===== config.mk =====
export PLATFORM = sky130hd
export DESIGN_NAME = asr_top
export DESIGN_NICKNAME = d
export VERILOG_FILES = /design/src/verilog/asr_pkg.sv /design/src/verilog/asr_rx_if.sv /design/src/verilog/asr_rx_core.sv /design/src/verilog/asr_top.sv
export SDC_FILE = /design/constraint.sdc
export NUM_CORES = 1
export LEC_CHECK = 0
export BUFFER_PORTS_ARGS = -buffer_cell sky130_fd_sc_hd__buf_4
export CAP_MARGIN = 20
export CORE_ASPECT_RATIO = 2
export CORE_MARGIN = 4
export CORE_UTILIZATION = 52
export CTS_BUF_LIST = sky130_fd_sc_hd__clkbuf_16
export DETAILED_ROUTE_END_ITERATION = 7
export MAX_ROUTING_LAYER = met4
export PLACE_DENSITY = 0.76
export SKIP_CTS_REPAIR_TIMING = 1
export SYNTH_ARGS = -nofsm -noshare
export SYNTH_HDL_FRONTEND = slang
export SYNTH_SLANG_ARGS = --single-unit

===== constraint.sdc =====
create_clock -name pclk -period 2.05 [get_ports pclk]
set_input_delay 0.1025 -clock pclk [delete_from_list [all_inputs] [get_ports pclk]]
set_output_delay 0.1025 -clock pclk [all_outputs]
set_load 0.005 [all_outputs]

===== src/verilog/asr_pkg.sv =====
`default_nettype none
package asr_pkg;
  // ----------------------------------------------------------------
  // register map (byte addresses)
  // ----------------------------------------------------------------
  localparam logic [7:0] ASR_OFS_CTRL = 8'h00;
  localparam logic [7:0] ASR_OFS_STATUS = 8'h04;
  localparam logic [7:0] ASR_OFS_DATA = 8'h08;
  localparam logic [7:0] ASR_OFS_BAUD = 8'h0c;
  localparam logic [7:0] ASR_OFS_IRQ_STAT = 8'h10;
  localparam logic [7:0] ASR_OFS_IRQ_MASK = 8'h14;

  // ctrl fields
  localparam int ASR_CTRL_EN = 0;
  localparam int ASR_CTRL_SYNC = 1;
  localparam int ASR_CTRL_SERIAL_PORT_ENABLE = 2;
  localparam int ASR_CTRL_INV = 3;
  localparam int ASR_CTRL_NINE = 4;
  localparam int ASR_CTRL_W = 5;
  localparam logic [4:0] ASR_CTRL_RST = 5'h00;

  // status fields (read only)
  localparam int ASR_ST_AVAIL = 0;
  localparam int ASR_ST_FERR = 1;
  localparam int ASR_ST_OVR = 2;
  localparam int ASR_ST_FULL = 3;
  localparam int ASR_ST_BUSY = 4;

  // interrupt status / mask fields
  localparam int ASR_IRQ_CHAR = 0;
  localparam int ASR_IRQ_FERR = 1;
  localparam int ASR_IRQ_OVR = 2;
  localparam int ASR_IRQ_W = 3;
  localparam logic [2:0] ASR_IRQ_MASK_RST = 3'h0;

  // ----------------------------------------------------------------
  // timing
  // ----------------------------------------------------------------
  localparam int ASR_DIV_W = 16;
  localparam logic [15:0] ASR_BAUD_RST = 16'h0040;
  localparam logic [3:0] ASR_OVS_LAST = 4'hf;
  localparam logic [3:0] ASR_HALF_BIT = 4'h7;
  localparam logic [3:0] ASR_VOTE_A = 4'hd;
  localparam logic [3:0] ASR_VOTE_B = 4'he;
  localparam logic [3:0] ASR_BITS_8 = 4'h8;
  localparam logic [3:0] ASR_BITS_9 = 4'h9;
  localparam int ASR_CHAR_W = 9;
  localparam int ASR_FIFO_DEPTH = 2;

  typedef enum logic [1:0] {
    ASR_IDLE = 2'b00,
    ASR_START = 2'b01,
    ASR_DATA = 2'b11,
    ASR_STOP = 2'b10
  } asr_state_e;
endpackage
`default_nettype wire


===== src/verilog/asr_rx_if.sv =====
`default_nettype none
interface asr_rx_if;
  import asr_pkg::*;
  logic enable;
  logic invert;
  logic nine;
  logic [ASR_DIV_W-1:0] div;
  logic push;
  logic [ASR_CHAR_W-1:0] data;
  logic ferr;
  logic busy;
  modport core (input enable, invert, nine, div,
                output push, data, ferr, busy);
  modport ctl (output enable, invert, nine, div,
               input push, data, ferr, busy);
endinterface
`default_nettype wire


===== src/verilog/asr_rx_core.sv =====
`default_nettype none
module asr_rx_core
  import asr_pkg::*;
(
  // clock and reset
  input wire logic pclk,
  input wire logic presetn,
  // serial line
  input wire logic rx_pin,
  // control and character out
  asr_rx_if.core rif
);
  asr_state_e state;
  logic [ASR_DIV_W-1:0] div_cnt;
  logic tick;
  logic line;
  logic line_q;
  logic [3:0] ovs;
  logic [3:0] nbits;
  logic [ASR_CHAR_W-1:0] shreg;
  logic vote_a;
  logic vote_b;
  logic vote;

  // ----------------------------------------------------------------
  // oversampling tick
  // ----------------------------------------------------------------
  // sixteen x tick
  always_ff @(posedge pclk or negedge presetn) begin
    if (!presetn) begin
      div_cnt <= '0;
      tick <= 1'b0;
    end else if (!rif.enable || div_cnt >= rif.div) begin
      div_cnt <= '0;
      tick <= rif.enable;
    end else begin
      div_cnt <= div_cnt + 1'b1;
      tick <= 1'b0;
    end
  end

  always_ff @(posedge pclk or negedge presetn) begin
    if (!presetn) begin
      line <= 1'b1;
      line_q <= 1'b1;
    end else if (tick) begin
      line <= rx_pin ^ rif.invert;
      line_q <= line;
    end
  end

  assign vote = (vote_a & vote_b) | (vote_a & line) | (vote_b & line);

  // ----------------------------------------------------------------
  // receive sequence
  // ----------------------------------------------------------------
  always_ff @(posedge pclk or negedge presetn) begin
    if (!presetn) begin
      state <= ASR_IDLE;
      ovs <= '0;
      nbits <= '0;
      shreg <= '0;
      vote_a <= 1'b1;
      vote_b <= 1'b1;
      rif.push <= 1'b0;
      rif.data <= '0;
      rif.ferr <= 1'b0;
    end else begin
      rif.push <= 1'b0;
      if (!rif.enable) begin
        state <= ASR_IDLE;
      end else if (tick) begin
        ovs <= ovs + 1'b1;
        if (ovs == ASR_VOTE_A) begin
          vote_a <= line;
        end
        if (ovs == ASR_VOTE_B) begin
          vote_b <= line;
        end
        case (state)
          ASR_IDLE: begin
            if (line_q && !line) begin
              state <= ASR_START;
              ovs <= '0;
            end
          end
          ASR_START: begin
            if (ovs == ASR_HALF_BIT) begin
              ovs <= '0;
              nbits <= '0;
              state <= line ? ASR_IDLE : ASR_DATA;
            end
          end
          ASR_DATA: begin
            if (ovs == ASR_OVS_LAST) begin
              shreg <= {vote, shreg[ASR_CHAR_W-1:1]};
              nbits <= nbits + 1'b1;
              if (nbits + 1'b1 == (rif.nine ? ASR_BITS_9 : ASR_BITS_8)) begin
                state <= ASR_STOP;
              end
            end
          end
          ASR_STOP: begin
            if (ovs == ASR_OVS_LAST) begin
              rif.ferr <= !vote;
              rif.push <= 1'b1;
              rif.data <= rif.nine ? shreg : {1'b0, shreg[ASR_CHAR_W-1:1]};
              state <= ASR_IDLE;
            end
          end
          default: state <= ASR_IDLE;
        endcase
      end
    end
  end

  always_ff @(posedge pclk or negedge presetn) begin
    if (!presetn) begin
      rif.busy <= 1'b0;
    end else begin
      rif.busy <= (state != ASR_IDLE);
    end
  end
endmodule
`default_nettype wire


===== src/verilog/asr_top.sv =====
// Operation
// - line oversampled sixteen times per bit
// - finished character goes straight into fifo
// - data register read pops oldest character
// - receive needs enable, async, port enable
// - falling edge starts a character
// - half bit recheck, silent abort
// - majority sample at each bit centre
// - stop zero flags framing error
// - push and raise character flag together
// - overrun blocks reception until cleared
// - polarity bit resets zero, inverts line
// - inversion applies only in async mode
`default_nettype none
module asr_top
  import asr_pkg::*;
#(
  parameter int DEPTH = ASR_FIFO_DEPTH
) (
  // clock and reset
  input wire logic pclk,
  input wire logic presetn,
  // apb slave
  input wire logic psel,
  input wire logic penable,
  input wire logic pwrite,
  input wire logic [7:0] paddr,
  input wire logic [31:0] pwdata,
  output logic [31:0] prdata,
  output logic pready,
  output logic pslverr,
  // serial line and interrupt
  input wire logic rx_pin,
  output logic irq
);
  asr_rx_if rif ();

  logic [ASR_CTRL_W-1:0] ctrl;
  logic [ASR_DIV_W-1:0] baud;
  logic [ASR_IRQ_W-1:0] irq_stat;
  logic [ASR_IRQ_W-1:0] irq_mask;
  logic [ASR_CHAR_W-1:0] fifo_data [DEPTH];
  logic fifo_ferr [DEPTH];
  logic [$clog2(DEPTH)-1:0] wr_ptr;
  logic [$clog2(DEPTH)-1:0] rd_ptr;
  logic [$clog2(DEPTH):0] count;
  logic overrun;
  logic rx_on;
  logic setup;
  logic access;
  logic wr_en;
  logic rd_data;
  logic pop;
  logic rd_ok;
  logic accept;
  logic full;
  logic empty;
  logic mapped;
  logic [31:0] next_prdata;

  // ----------------------------------------------------------------
  // apb decode
  // ----------------------------------------------------------------
  assign setup = psel && !penable;
  assign access = psel && penable && pready;
  assign wr_en = access && pwrite && !pslverr;
  assign rd_data = access && !pwrite && paddr == ASR_OFS_DATA;
  assign mapped = paddr == ASR_OFS_CTRL || paddr == ASR_OFS_STATUS ||
                  paddr == ASR_OFS_DATA || paddr == ASR_OFS_BAUD ||
                  paddr == ASR_OFS_IRQ_STAT || paddr == ASR_OFS_IRQ_MASK;
  assign full = count == DEPTH[$clog2(DEPTH):0];
  assign empty = count == '0;

  // read returns and removes oldest
  // pop only what setup returned; a push landing on the setup edge
  // would otherwise be removed unseen
  assign pop = rd_data && rd_ok;

  always_ff @(posedge pclk or negedge presetn) begin
    if (!presetn) begin
      rd_ok <= 1'b0;
    end else if (setup) begin
      rd_ok <= !empty;
    end
  end

  always_comb begin
    next_prdata = 32'h0000_0000;
    case (paddr)
      ASR_OFS_CTRL: next_prdata[ASR_CTRL_W-1:0] = ctrl;
      ASR_OFS_STATUS: begin
        next_prdata[ASR_ST_AVAIL] = !empty;
        next_prdata[ASR_ST_FERR] = !empty && fifo_ferr[rd_ptr];
        next_prdata[ASR_ST_OVR] = overrun;
        next_prdata[ASR_ST_FULL] = full;
        next_prdata[ASR_ST_BUSY] = rif.busy;
      end
      ASR_OFS_DATA: begin
        if (!empty) begin
          next_prdata[ASR_CHAR_W-1:0] = fifo_data[rd_ptr];
        end
      end
      ASR_OFS_BAUD: next_prdata[ASR_DIV_W-1:0] = baud;
      ASR_OFS_IRQ_STAT: next_prdata[ASR_IRQ_W-1:0] = irq_stat;
      ASR_OFS_IRQ_MASK: next_prdata[ASR_IRQ_W-1:0] = irq_mask;
      default: next_prdata = 32'h0000_0000;
    endcase
  end

  // one wait-free access phase; answer is registered in setup
  always_ff @(posedge pclk or negedge presetn) begin
    if (!presetn) begin
      pready <= 1'b0;
      pslverr <= 1'b0;
      prdata <= 32'h0000_0000;
    end else if (setup) begin
      pready <= 1'b1;
      pslverr <= !mapped;
      prdata <= pwrite ? 32'h0000_0000 : next_prdata;
    end else begin
      pready <= 1'b0;
      pslverr <= 1'b0;
    end
  end

  // ----------------------------------------------------------------
  // control registers
  // ----------------------------------------------------------------
  // polarity resets to zero
  always_ff @(posedge pclk or negedge presetn) begin
    if (!presetn) begin
      ctrl <= ASR_CTRL_RST;
    end else if (wr_en && paddr == ASR_OFS_CTRL) begin
      ctrl <= pwdata[ASR_CTRL_W-1:0];
    end
  end

  always_ff @(posedge pclk or negedge presetn) begin
    if (!presetn) begin
      baud <= ASR_BAUD_RST;
    end else if (wr_en && paddr == ASR_OFS_BAUD) begin
      baud <= pwdata[ASR_DIV_W-1:0];
    end
  end

  always_ff @(posedge pclk or negedge presetn) begin
    if (!presetn) begin
      irq_mask <= ASR_IRQ_MASK_RST;
    end else if (wr_en && paddr == ASR_OFS_IRQ_MASK) begin
      irq_mask <= pwdata[ASR_IRQ_W-1:0];
    end
  end

  // ----------------------------------------------------------------
  // receiver hookup
  // ----------------------------------------------------------------
  // three enables together
  assign rx_on = ctrl[ASR_CTRL_EN] && !ctrl[ASR_CTRL_SYNC] &&
                 ctrl[ASR_CTRL_SERIAL_PORT_ENABLE];
  assign rif.enable = rx_on && !overrun;
  assign rif.invert = ctrl[ASR_CTRL_INV] && !ctrl[ASR_CTRL_SYNC];
  assign rif.nine = ctrl[ASR_CTRL_NINE];
  assign rif.div = baud;

  asr_rx_core u_core (
    .pclk(pclk),
    .presetn(presetn),
    .rx_pin(rx_pin),
    .rif(rif.core)
  );

  // ----------------------------------------------------------------
  // two character fifo
  // ----------------------------------------------------------------
  // room freed by a pop in the same cycle counts
  assign accept = rif.push && (!full || pop);

  always_ff @(posedge pclk or negedge presetn) begin
    if (!presetn) begin
      for (int i = 0; i < DEPTH; i++) begin
        fifo_data[i] <= '0;
        fifo_ferr[i] <= 1'b0;
      end
    end else if (accept) begin
      fifo_data[wr_ptr] <= rif.data;
      fifo_ferr[wr_ptr] <= rif.ferr;
    end
  end

  always_ff @(posedge pclk or negedge presetn) begin
    if (!presetn) begin
      wr_ptr <= '0;
      rd_ptr <= '0;
      count <= '0;
    end else begin
      if (accept) begin
        wr_ptr <= wr_ptr + 1'b1;
      end
      if (pop) begin
        rd_ptr <= rd_ptr + 1'b1;
      end
      if (accept && !pop) begin
        count <= count + 1'b1;
      end else if (pop && !accept) begin
        count <= count - 1'b1;
      end
    end
  end

  // ----------------------------------------------------------------
  // overrun and interrupts
  // ----------------------------------------------------------------
  // overrun latch; set beats clear
  always_ff @(posedge pclk or negedge presetn) begin
    if (!presetn) begin
      overrun <= 1'b0;
    end else if (rif.push && !accept) begin
      overrun <= 1'b1;
    end else if (!ctrl[ASR_CTRL_EN] ||
                 (wr_en && paddr == ASR_OFS_IRQ_STAT &&
                  pwdata[ASR_IRQ_OVR])) begin
      overrun <= 1'b0;
    end
  end

  generate
    for (genvar b = 0; b < ASR_IRQ_W; b++) begin : g_irq
      logic ev;
      if (b == ASR_IRQ_CHAR) begin : g_c
        assign ev = accept;
      end else if (b == ASR_IRQ_FERR) begin : g_f
        assign ev = accept && rif.ferr;
      end else begin : g_o
        assign ev = rif.push && !accept;
      end
      always_ff @(posedge pclk or negedge presetn) begin
        if (!presetn) begin
          irq_stat[b] <= 1'b0;
        end else if (ev) begin
          irq_stat[b] <= 1'b1;
        end else if (wr_en && paddr == ASR_OFS_IRQ_STAT && pwdata[b]) begin
          irq_stat[b] <= 1'b0;
        end
      end
    end
  endgenerate

  always_ff @(posedge pclk or negedge presetn) begin
    if (!presetn) begin
      irq <= 1'b0;
    end else begin
      irq <= |(irq_stat & irq_mask);
    end
  end
endmodule
`default_nettype wire


# == Word level (Yosys, flattened, before mapping) ==
# Index checks and enable logic that the tools add are counted.
# word_totals
register_bits,140
output_inout_bits,35
elab_cells,195
# classes
addsub,7
n_lt_le_gt_ge,4
eq_ne,22
mux,53
bitwise,9
reduce_logical,67
# ops
operator,n
$mux 9,6
$mux 16,2
$logic_and 1x1->1,27
$pmux 4 s2,3
$mux 1,20
$mux 2,10
$bwmux 18,1
$pmux 3 s6,1
$add 16x1->16 const B,1
$eq 8x4->1 const B,2
$eq 8x5->1 const B,2
$ge 16x16->1,1
$mux 4,4
$pmux 2 s4,2
$ne 3x3->1 const B,5
$logic_not 1->1,14
$reduce_bool 2->1,7
$eq 4x4->1 const B,3
$demux 9 s1,1
$add 4x1->4 const B,2
$eq 8x3->1 const B,1
$logic_not 8->1,1
$logic_or 1x1->1,8
$reduce_and 4->1,2
other kinds (25),36

# == Depth between registers and ports, before layout ==
# Gate-level depths: netlist of run 1.
# depth
depth_word,11
ltp_mapped,9

# == Cells and area by module ==
# Synthesis of run 1 repeated with hierarchy kept, for this count alone.
# hier_totals
hier_cells,544
hier_area_um2,6366.1
# by_module_without_submodules
module,instances,cells_each,area_per_inst_um2
asr_top,1,271,3434.5
asr_rx_core,1,273,2931.6

# == Least setup slack after synthesis of run 1 ==
# No wires, ideal clock.
# synth_timing
kind,register to register
startpoint,register u_core.div_cnt[0]
endpoint,register u_core.div_cnt[10]
t_arrival_ns,1.858
required_ns,1.978
path_slack_ns,0.119
path_stages_with_launch,9
n_path_buf,1
period_less_slack_ns,1.931
cell_sequence,dfrtp_1 > inv_1 > ha_1 > nand2b_1 > a2111oi_0 > nand3b_1 > nand4_1 > clkbuf_1 > nor2_1
# synth_between
elab_chain_len,3
# synth_rtl
element,line_no,rtl
from (decl),asr_rx_core.sv:14,logic [ASR_DIV_W-1:0] div_cnt;
from (signal assigned),asr_rx_core.sv:37,div_cnt <= div_cnt + 1'b1;
$ge 16x16->1,asr_rx_core.sv:33,end else if (!rif.enable || div_cnt >= rif.div) begin
$logic_or 1x1->1,asr_rx_core.sv:33,
$mux 16 *,asr_rx_core.sv:33,
# Mark *: on every way between the ends. The rest lies on a longest branch, timed or not.
# A chain may end at the register's enable or synchronous reset.

# == Worst setup path in the final report of run 1 ==
# layout_timing
startpoint,register baud[15]
endpoint,register u_core.div_cnt[10]
# layout_between
elab_chain_len,3
# layout_rtl
element,line_no,rtl
from (decl),asr_top.sv:39,logic [ASR_DIV_W-1:0] baud;
from (signal assigned),asr_top.sv:142,baud <= pwdata[ASR_DIV_W-1:0];
$ge 16x16->1,asr_rx_core.sv:33,
$logic_or 1x1->1,asr_rx_core.sv:33,
$mux 16,asr_rx_core.sv:33,
# No other way between the ends.

==> results of run 1 <==
==> area by class of cell <==
cell class                      count  area, um2  share of cell area, %
Sequential cell                   124       3110                   41.4
Multi-Input combinational cell    378       2790                   37.1
Timing Repair Buffer               85        702                   9.34
Clock buffer                       17        425                   5.66
Tap cell                          145        181                   2.41
Clock inverter                     15        176                   2.35
Inverter                           35        131                   1.75
==> power groups by stage <==
stage | Combinational (W) | Clock, W | Sequential (W)
after floorplan | 0.0000737 | 0 | 0.00250
final | 0.000210 | 0.00302 | 0.00246
after detailed placement | 0.000179 | 0 | 0.00250
after global routing | 0.000233 | 0.00318 | 0.00246
after global placement | 0.000175 | 0 | 0.00250
after CTS | 0.000180 | 0.00305 | 0.00246
==> registers in the layout, indices dropped and copies added (netlist names), 2 cells and up <==
signal / count
u_core.state: 2
u_core.ovs: 4
u_core.div_cnt: 16
fifo_data: 18
count: 2
u_core.shreg: 9
irq_mask: 3
baud: 16
fifo_ferr: 2
u_core.rif.data: 9
ctrl: 5
u_core.nbits: 4
prdata: 16
irq_stat: 3
==> per-stage QoR <==
step / setup TNS [ps] / cells
after floorplan: 0 / 574
after global placement: 0 / 748
after detailed placement: 0 / 748
after CTS: 0 / 780
after global routing: -86.5 / 799
final: 0 / 799
==> cell usage after synthesis, types with 11 or more instances <==
master / instances / area, um2
sky130_fd_sc_hd__xor2_1: 12 / 105
sky130_fd_sc_hd__o21ai_0: 34 / 170
sky130_fd_sc_hd__nand3_1: 11 / 55.1
sky130_fd_sc_hd__mux2i_1: 22 / 220
sky130_fd_sc_hd__a21oi_1: 18 / 90.1
sky130_fd_sc_hd__nand2_1: 48 / 180
sky130_fd_sc_hd__ha_1: 22 / 275
sky130_fd_sc_hd__buf_4: 18 / 135
sky130_fd_sc_hd__a22o_1: 11 / 96.3
sky130_fd_sc_hd__mux2_2: 45 / 507
sky130_fd_sc_hd__xnor2_1: 11 / 96.3
sky130_fd_sc_hd__inv_1: 35 / 131
sky130_fd_sc_hd__nor2_1: 38 / 143
sky130_fd_sc_hd__dfrtp_1: 119 / 2980
==> worst min-delay path, stage by stage <==
cell                      delay (ps)
sky130_fd_sc_hd__buf_4            90
sky130_fd_sc_hd__nor4_4           40
sky130_fd_sc_hd__a31oi_1         150
==> kinds of logic (layout without fill, tap and decap cells) <==
family          after synthesis  count (layout)  synth area share, %
compound gates               87              87                 8.78
xor+xnor                     23              23                 3.26
fa+ha+maj                    23              23                 4.61
buf+inv                      72             152                 5.82
flops                       124             124                 50.3
mux                          79              79                 14.7
other cells                   1              16               0.0606
simple gates                150             150                 12.5
==> metal layers <==
metal / vias to the layer above / wire [um]
li1: 2088 / -
met5: - / 0
met3: 38 / 543
met2: 130 / 8480
met1: 2208 / 4960
met4: 0 / 637
==> how the worst max path moves through the flow <==
| stage | end | from | depth (start not counted) | slack (ps) |
|---|---|---|---|---|
| floorplan | u_core.div_cnt[10]$_DFF_PN0_ | u_core.div_cnt[0]$_DFF_PN0_ | 8 | 120 |
| detailed placement | u_core.shreg[5]$_DFFE_PN0P_ | u_core.ovs[0]$_DFFE_PN0P_ | 5 | 90 |
| CTS | u_core.shreg[5]$_DFFE_PN0P_ | u_core.ovs[0]$_DFFE_PN0P_ | 5 | 80 |
| global placement | fifo_data[14]$_DFFE_PN0P_ | paddr[0] | 7 | 160 |
| finish | u_core.div_cnt[10]$_DFF_PN0_ | baud[15]$_DFFE_PN0P_ | 8 | 130 |
| global route | u_core.div_cnt[10]$_DFF_PN0_ | baud[15]$_DFFE_PN0P_ | 8 | -30 |
==> results_dict.tcl, run 1 <==
set metrics [dict create \
    run_status "complete, no violations" \
    drv_cap 0 \
    period_needed_ps 1920 \
    crit_path_start_kind "flop" \
    maxClockFrequency_mhz 520 \
    antenna_violations_before_repair 0 \
    power.density_nw_per_um2 758 \
    skew_ps 5.60 \
    routed_wirelength_um 14600 \
    hold_start "paddr[6]" \
    synth_ff_type "sky130_fd_sc_hd__dfrtp_1" \
    report.final.hold_viol_count 0 \
    initialDrtViolationCount 186 \
    core_area_um2 11700 \
    routabilityCongestion 0.901 \
    synthDistinctLibCells 58 \
    post-route-util_pct 64.2 \
    min_hold_slack_ps 15.8 \
    worst_vdd_ir_v 0.000578 \
    syn-mean-instance-area_um2 11.1 \
    crit_fanout 16 \
    finalPower_w 0.00569 \
    drive_above_1_share_pct 25.7 \
    power.sequential.fraction_pct 43.2 \
    rows 56 \
    post-dp-hpwl_um 10700 \
    worst-r2r-setup-slack_ps 130 \
    placed_area_um2 6700 \
    timing.critical_path.max_delay_family "compound AO/OA/AOI/OAI gates" \
    final.setup.worst_slack_ps 126 \
    htree_num_levels 4 \
    switchingPower_w 0.00124 \
    finalNetCount 709 \
    first_pass_grt_wire_length_um 23700 \
    path_cells "inv_1, ha_1, a21oi_1, o21ai_0, a21oi_1, nand4_1, buf_6, nor2_1" \
    number_of_diodes_added_for_antenna_fixing 0 \
    dieWidth_um 85.1 \
    numClockSinks 124 \
    floorplan.initialDensity_pct 52.9 \
    cp-end-kind "flop" \
    drt-vias-per-instance 5.59 \
    holdPathStages 3 \
    hold_path_class "input pin to flop" \
    die_span_y_um 162 \
    synth-seq-cells 124 \
    cts.reportedPaths.clkPinSlew_ps 60 \
    leading_cell_type_in_the_layout_fill_and_taps_excluded "sky130_fd_sc_hd__dfrtp_1" \
    synthCells 559 \
    clk_root_buffer_cell "sky130_fd_sc_hd__clkbuf_16" \
    grt_max_degree 54 \
    synthesis.yosys.warnings 0 \
    wp_data_required_ps 2390 \
    async_reset_ff_share_pct 100 \
    grt.busiest_layer "met2" \
    fin_crit_sh_pct 93.8 \
    finalMaxSlewViolations 0 \
    buffer_and_inverter_count_on_the_worst_path 2 \
    final_antenna_net_count 0 \
    cp_slowest_stage_delay_ps 410 \
    grt_util_met2_pct 41.6 \
    grt_pass1_vias 4836 \
    worstPathArrival_ps 2260 \
    total_leakage_power_nw 3.58 \
    ff2ff_path_depth 8 \
    slew_headroom_pct 53.2 \
    worstSkewPairLatency_ps 420 \
    synth_area_um2 6190 \
    area_added_between_synthesis_and_finish_pct 21.5 \
    cpMostUsedCell "sky130_fd_sc_hd__a21oi_1" \
    remaining_drc_errors 0 \
    total_die_area_um2 13800 \
    drt_pass1_iterations 4 \
    route.vias.total 4464 \
    timing.rr.start "baud[15]$_DFFE_PN0P_" \
    power.share.combinational_pct 3.7 \
    switching_share_pct 21.8 \
    final_area_um2 7510 \
    io_buffers 48 \
    r2r-end "u_core.div_cnt[10]$_DFF_PN0_" \
    dp_slack_ps 91.9 \
    cts.path.max_buffers 2 \
    timing.setup.critical_path_class "flop to flop" \
    sequential_fraction_of_the_synthesis_area_pct 50.3 \
    cell_with_the_largest_stage_delay_on_the_worst_path "sky130_fd_sc_hd__dfrtp_1" \
    internal-power_w 0.00446 \
    number_of_synthesized_flops_with_an_enable_pin 0 \
    met3_usage_pct 4.77 \
    power.share.clock_pct 53.1 \
    cts_tree "yes" \
    worstHoldEndpoint "pslverr$_DFF_PN0_" \
    ios 81 \
    grt_usage_pct 22.6 \
    finalSetupViolations 0 \
    overflow 0 \
    tritoncts.num_buffers 17 \
    tightestPinTransition_ps 702 \
    drt-wirelength-per-cell_um 18.3 \
    fillCellCount 879 \
    commonest_cells_after_routing_fill_and_taps_aside "sky130_fd_sc_hd__dfrtp_1 (118), sky130_fd_sc_hd__buf_4 (64), sky130_fd_sc_hd__nand2_1 (48)" \
    met1_usage_pct 21.4 \
]
No activity file was read; power rests on OpenSTA's default activity.
==> run 2, diff against run 1 <==
--- a/config.mk
+++ b/config.mk
@@ -5,15 +5,18 @@
 export SDC_FILE = /design/constraint.sdc
 export NUM_CORES = 1
 export LEC_CHECK = 0
+export ABC_CLOCK_PERIOD_IN_PS = 2050
 export BUFFER_PORTS_ARGS = -buffer_cell sky130_fd_sc_hd__buf_4
 export CAP_MARGIN = 20
+export CELL_PAD_IN_SITES_DETAIL_PLACEMENT = 0
+export CELL_PAD_IN_SITES_GLOBAL_PLACEMENT = 1
 export CORE_ASPECT_RATIO = 2
 export CORE_MARGIN = 4
-export CORE_UTILIZATION = 52
+export CORE_UTILIZATION = 41
 export CTS_BUF_LIST = sky130_fd_sc_hd__clkbuf_16
 export DETAILED_ROUTE_END_ITERATION = 7
 export MAX_ROUTING_LAYER = met4
-export PLACE_DENSITY = 0.76
+export PLACE_DENSITY_LB_ADDON = 0.1
 export SKIP_CTS_REPAIR_TIMING = 1
 export SYNTH_ARGS = -nofsm -noshare
 export SYNTH_HDL_FRONTEND = slang
==> run 2 against run 1 <==
  * Worst setup slack lost 0.71 ps
  * Wire length grew 0.45%
  * Critical path depth shrank 3
  * Largest cell class unchanged
==> results_dict.tcl, run 2 (synthesis gave the netlist of run 1 again) <==
set metrics [dict create \
    worst-r2r-setup-slack_ps 130 \
    wp_data_required_ps 2340 \
    worst_vdd_ir_v 0.000550 \
    path_cells "ha_1, nand4_1, or4_1, buf_4, mux2_4" \
    crit_path_start_kind "flop" \
    htree_num_levels 4 \
    numClockSinks 124 \
    tightestPinTransition_ps 639 \
    cp-end-kind "flop" \
    drt-vias-per-instance 5.07 \
    grt.busiest_layer "met2" \
    drv_cap 0 \
    fin_setup_tns_ps 0 \
    die_span_y_um 182 \
    final_antenna_net_count 0 \
    area_added_between_synthesis_and_finish_pct 22.6 \
    routabilityCongestion 0.828 \
    total_die_area_um2 17200 \
    routed_wirelength_um 14700 \
    clk_root_buffer_cell "sky130_fd_sc_hd__clkbuf_16" \
    tritoncts.num_buffers 17 \
    met3_usage_pct 3.32 \
    rows 63 \
    cts.path.max_buffers 2 \
    fin_crit_sh_pct 93.9 \
    overflow 0 \
    leading_cell_type_in_the_layout_fill_and_taps_excluded "sky130_fd_sc_hd__dfrtp_1" \
    route.vias.total 4323 \
    finalMaxSlewViolations 0 \
    timing.setup.critical_path_class "flop to flop" \
    antenna_violations_before_repair 0 \
    met1_usage_pct 19.5 \
    grt_usage_pct 18.6 \
    slew_headroom_pct 57.4 \
    worstPathArrival_ps 2210 \
    drive_above_1_share_pct 25.6 \
    largest_reg_flops 18 \
    drt_pass1_iterations 4 \
    cts.reportedPaths.clkPinSlew_ps 60 \
    first_pass_grt_wire_length_um 23700 \
    commonest_cells_after_routing_fill_and_taps_aside "sky130_fd_sc_hd__dfrtp_1 (119), sky130_fd_sc_hd__buf_4 (66), sky130_fd_sc_hd__nand2_1 (48)" \
    register_with_the_most_flip_flops "fifo_data" \
    finalNetCount 712 \
    grt_pass1_vias 4482 \
    min_hold_slack_ps 12.4 \
    hold_path_class "input pin to flop" \
    report.final.hold_viol_count 0 \
    worstSkewPairLatency_ps 410 \
    skew_ps 9.27 \
    floorplan.initialDensity_pct 41.8 \
    dieWidth_um 94.9 \
    grt_max_degree 45 \
    core_area_um2 14800 \
    power.density_nw_per_um2 736 \
    cts_tree "yes" \
    post-dp-hpwl_um 10900 \
    crit_fanout 14 \
    fillCellCount 1392 \
    initialDrtViolationCount 143 \
    period_needed_ps 1920 \
    remaining_drc_errors 0 \
    cp_slowest_stage_delay_ps 430 \
    total_leakage_power_nw 3.58 \
    run_status "complete, no violations" \
    rsz_0062_raised_after_global_routing "false" \
    maxClockFrequency_mhz 520 \
    ios 81 \
    finalSetupViolations 0 \
    number_of_diodes_added_for_antenna_fixing 0 \
    drt-wirelength-per-cell_um 17.2 \
    grt_util_met2_pct 34.5 \
    io_buffers 48 \
    cell_with_the_largest_stage_delay_on_the_worst_path "sky130_fd_sc_hd__or4_1" \
]
[run 2: cell type report]
type | instances | area, um2 | share of cell area [%]
clock buffer | 17 | 425 | 5.61
clock inverter | 15 | 151 | 2.00
inverter | 35 | 131 | 1.73
multi-input combinational | 378 | 2780 | 36.6
sequential | 124 | 3110 | 41.0
tap | 195 | 244 | 3.22
timing repair buffer | 88 | 747 | 9.84
[run 2: path summary, 6_finish.rpt]
| path | startpoint | endpoint | cells past startpoint |
|---|---|---|---|
| max | u_core.ovs[1]$_DFFE_PN0P_ | u_core.shreg[8]$_DFFE_PN0P_ | 5 |
| min | paddr[1] | pslverr$_DFF_PN0_ | 3 |
| max reg2reg | u_core.ovs[1]$_DFFE_PN0P_ | u_core.shreg[8]$_DFFE_PN0P_ | 5 |
| min reg2reg | prdata[4]$_DFFE_PN0P_ | prdata[4]$_DFFE_PN0P_ | 2 |
| max in group asynchronous | presetn | u_core.line_q$_DFFE_PN1P_ | 3 |
| min in group asynchronous | presetn | prdata[13]$_DFFE_PN0P_ | 2 |
[run 2: layer usage]
metal  routed length [um]  share of wire (%)
met1                 5590                 38
met2                 8510                 58
met3                  367                2.5
met4                  212                1.4
met5                    0                  0
[run 2: power breakdown]
group / switching, W / internal (W) / leakage, nW
sequential: 0.00000536 / 0.00246 / 1.70
clock: 0.00112 / 0.00178 / 0.279
combinational: 0.000120 / 0.0000944 / 1.60
[run 2: critical path, delay by kind of cell (launching register included)]
kind          cells  cell delay (ps)
simple gates      2              600
mux               1              310
fa+ha+maj         1              270
buf+inv           1              220
flops             1              410
[run 2: per-stage QoR]
step	worst slack [ps]	std cells	power (W)	utilization, %	instance area, um2
6_report	125	852	0.00558	51.2	7590
5_1_grt	0.466	852	0.00581	51.2	7590
4_1_cts	77.3	833	0.00564	49.9	7390
3_5_place_dp	74.6	801	0.00270	46.0	6810
3_3_place_gp	113	801	0.00269	46.0	6810
2_1_floorplan	119	574	0.00258	-	6240
==> run 3, diff against run 2 <==
--- a/config.mk
+++ b/config.mk
@@ -12,11 +12,12 @@
 export CELL_PAD_IN_SITES_GLOBAL_PLACEMENT = 1
 export CORE_ASPECT_RATIO = 2
 export CORE_MARGIN = 4
-export CORE_UTILIZATION = 41
-export CTS_BUF_LIST = sky130_fd_sc_hd__clkbuf_16
+export CORE_UTILIZATION = 43
+export CTS_BUF_LIST = sky130_fd_sc_hd__clkbuf_4 sky130_fd_sc_hd__clkbuf_8
 export DETAILED_ROUTE_END_ITERATION = 7
 export MAX_ROUTING_LAYER = met4
 export PLACE_DENSITY_LB_ADDON = 0.1
+export REMOVE_ABC_BUFFERS = 1
 export SKIP_CTS_REPAIR_TIMING = 1
 export SYNTH_ARGS = -nofsm -noshare
 export SYNTH_HDL_FRONTEND = slang
==> run 3 against run 2 <==
  * Cell count unchanged
  * Final area decreased by 1.6%
  * Power decreased by 14%
  * Clock power decreased by 27%
  * Die area decreased by 4.4%
  * First-iteration DRC count decreased by 18%
  * Wire length decreased by 3.0%
  * Global-route usage increased by 0.11 points
  * Critical path depth unchanged
  * Via count increased by 1.0%
  * Critical endpoint unchanged
  * Largest cell class unchanged
  * Highest routed layer unchanged
==> results_dict.tcl, run 3 (synthesis gave the netlist of run 1 again) <==
set metrics [dict create \
    hold_path_class "input pin to flop" \
    worst-r2r-setup-slack_ps 130 \
    timing.setup.critical_path_class "flop to flop" \
    clk_root_buffer_cell "sky130_fd_sc_hd__clkbuf_8" \
    floorplan.initialDensity_pct 44.1 \
    finalSetupViolations 0 \
    min_hold_slack_ps 138 \
    io_buffers 48 \
    drt-wirelength-per-cell_um 16.7 \
    cts_tree "yes" \
    drv_cap 0 \
    grt_pass1_vias 4554 \
    skew_ps 13.9 \
    grt_usage_pct 18.7 \
    die_span_y_um 178 \
    cts.path.max_buffers 2 \
    number_of_diodes_added_for_antenna_fixing 0 \
    wp_data_required_ps 2350 \
    grt.busiest_layer "met2" \
    remaining_drc_errors 0 \
    commonest_cells_after_routing_fill_and_taps_aside "sky130_fd_sc_hd__dfrtp_1 (118), sky130_fd_sc_hd__buf_4 (70), sky130_fd_sc_hd__nand2_1 (48)" \
    leading_cell_type_in_the_layout_fill_and_taps_excluded "sky130_fd_sc_hd__dfrtp_1" \
    fin_setup_tns_ps 0 \
    post-dp-hpwl_um 10500 \
    cp-end-kind "flop" \
    power.density_nw_per_um2 641 \
    dieWidth_um 92.8 \
    crit_fanout 14 \
    worstSkewPairLatency_ps 420 \
    period_needed_ps 1920 \
    routabilityCongestion 0.870 \
    register_with_the_most_flip_flops "fifo_data" \
    total_die_area_um2 16500 \
    route.vias.total 4368 \
    routed_wirelength_um 14200 \
    tritoncts.num_buffers 17 \
    worstPathArrival_ps 2220 \
    finalNetCount 718 \
    overflow 0 \
    tightestPinTransition_ps 697 \
    fin_crit_sh_pct 93.4 \
    initialDrtViolationCount 117 \
    antenna_violations_before_repair 0 \
    largest_reg_flops 18 \
    core_area_um2 14000 \
    drive_above_1_share_pct 26.8 \
    maxClockFrequency_mhz 522 \
    ios 81 \
    final_antenna_net_count 0 \
    cts.reportedPaths.clkPinSlew_ps 70 \
    run_status "complete, no violations" \
    area_added_between_synthesis_and_finish_pct 20.6 \
    finalMaxSlewViolations 0 \
    grt_util_met2_pct 34.4 \
    crit_path_start_kind "flop" \
    htree_num_levels 4 \
    met1_usage_pct 19.4 \
    met3_usage_pct 3.52 \
    grt_max_degree 40 \
    first_pass_grt_wire_length_um 23300 \
    drt-vias-per-instance 5.13 \
    worst_vdd_ir_v 0.000547 \
    drt_pass1_iterations 4 \
    report.final.hold_viol_count 0 \
    slew_headroom_pct 53.5 \
    numClockSinks 124 \
    rows 61 \
    total_leakage_power_nw 3.53 \
]
==> run 3: final cells by class <==
class | count | area [um2]
Multi-Input combinational cell | 378 | 2790
Timing Repair Buffer | 94 | 811
Inverter | 35 | 131
Clock inverter | 11 | 119
Clock buffer | 21 | 270
Fill cell | 1329 | 6580
Tap cell | 189 | 236
Sequential cell | 124 | 3110
==> run 3: critical path, cell delays in order, from the launching register on <==
cell	delay [ps]
sky130_fd_sc_hd__dfrtp_1	420
sky130_fd_sc_hd__ha_2	250
sky130_fd_sc_hd__nand4_1	160
sky130_fd_sc_hd__or4_1	450
sky130_fd_sc_hd__buf_4	220
sky130_fd_sc_hd__mux2_4	300
==> run 3: path summary, 6_finish.rpt <==
| kind | from | end | depth (start not counted) |
|---|---|---|---|
| max | u_core.ovs[1]$_DFFE_PN0P_ | u_core.shreg[8]$_DFFE_PN0P_ | 5 |
| min | paddr[2] | prdata[7]$_DFFE_PN0P_ | 3 |
| max reg2reg | u_core.ovs[1]$_DFFE_PN0P_ | u_core.shreg[8]$_DFFE_PN0P_ | 5 |
| min reg2reg | prdata[4]$_DFFE_PN0P_ | prdata[4]$_DFFE_PN0P_ | 2 |
| max in group asynchronous | presetn | baud[6]$_DFFE_PN1P_ | 3 |
| min in group asynchronous | presetn | prdata[11]$_DFFE_PN0P_ | 2 |
==> run 3: metrics by stage <==
stage / setup slack (ps) / utilization (%) / power, W / area [um2] / std cells
after floorplan: 99.1 / - / 0.00254 / 6010 / 537
after global placement: 131 / 48.5 / 0.00269 / 6810 / 796
after detailed placement: 106 / 48.5 / 0.00269 / 6810 / 796
after CTS: 101 / 51.3 / 0.00484 / 7200 / 828
after global routing: -9.64 / 53.2 / 0.00501 / 7460 / 852
final: 134 / 53.2 / 0.00478 / 7460 / 852
==> run 3: metal layers <==
| layer | routed length (um) | up-vias |
|---|---|---|
| met5 | 0 | - |
| met4 | 346 | 0 |
| met3 | 361 | 18 |
| met2 | 8090 | 78 |
| met1 | 5430 | 2166 |
| li1 | - | 2106 |
==> run 3: power by group <==
part           switching (W)  total (W)  internal (W)
logic               0.000119   0.000215     0.0000957
clock network       0.000966    0.00211       0.00115
registers         0.00000527    0.00246       0.00245
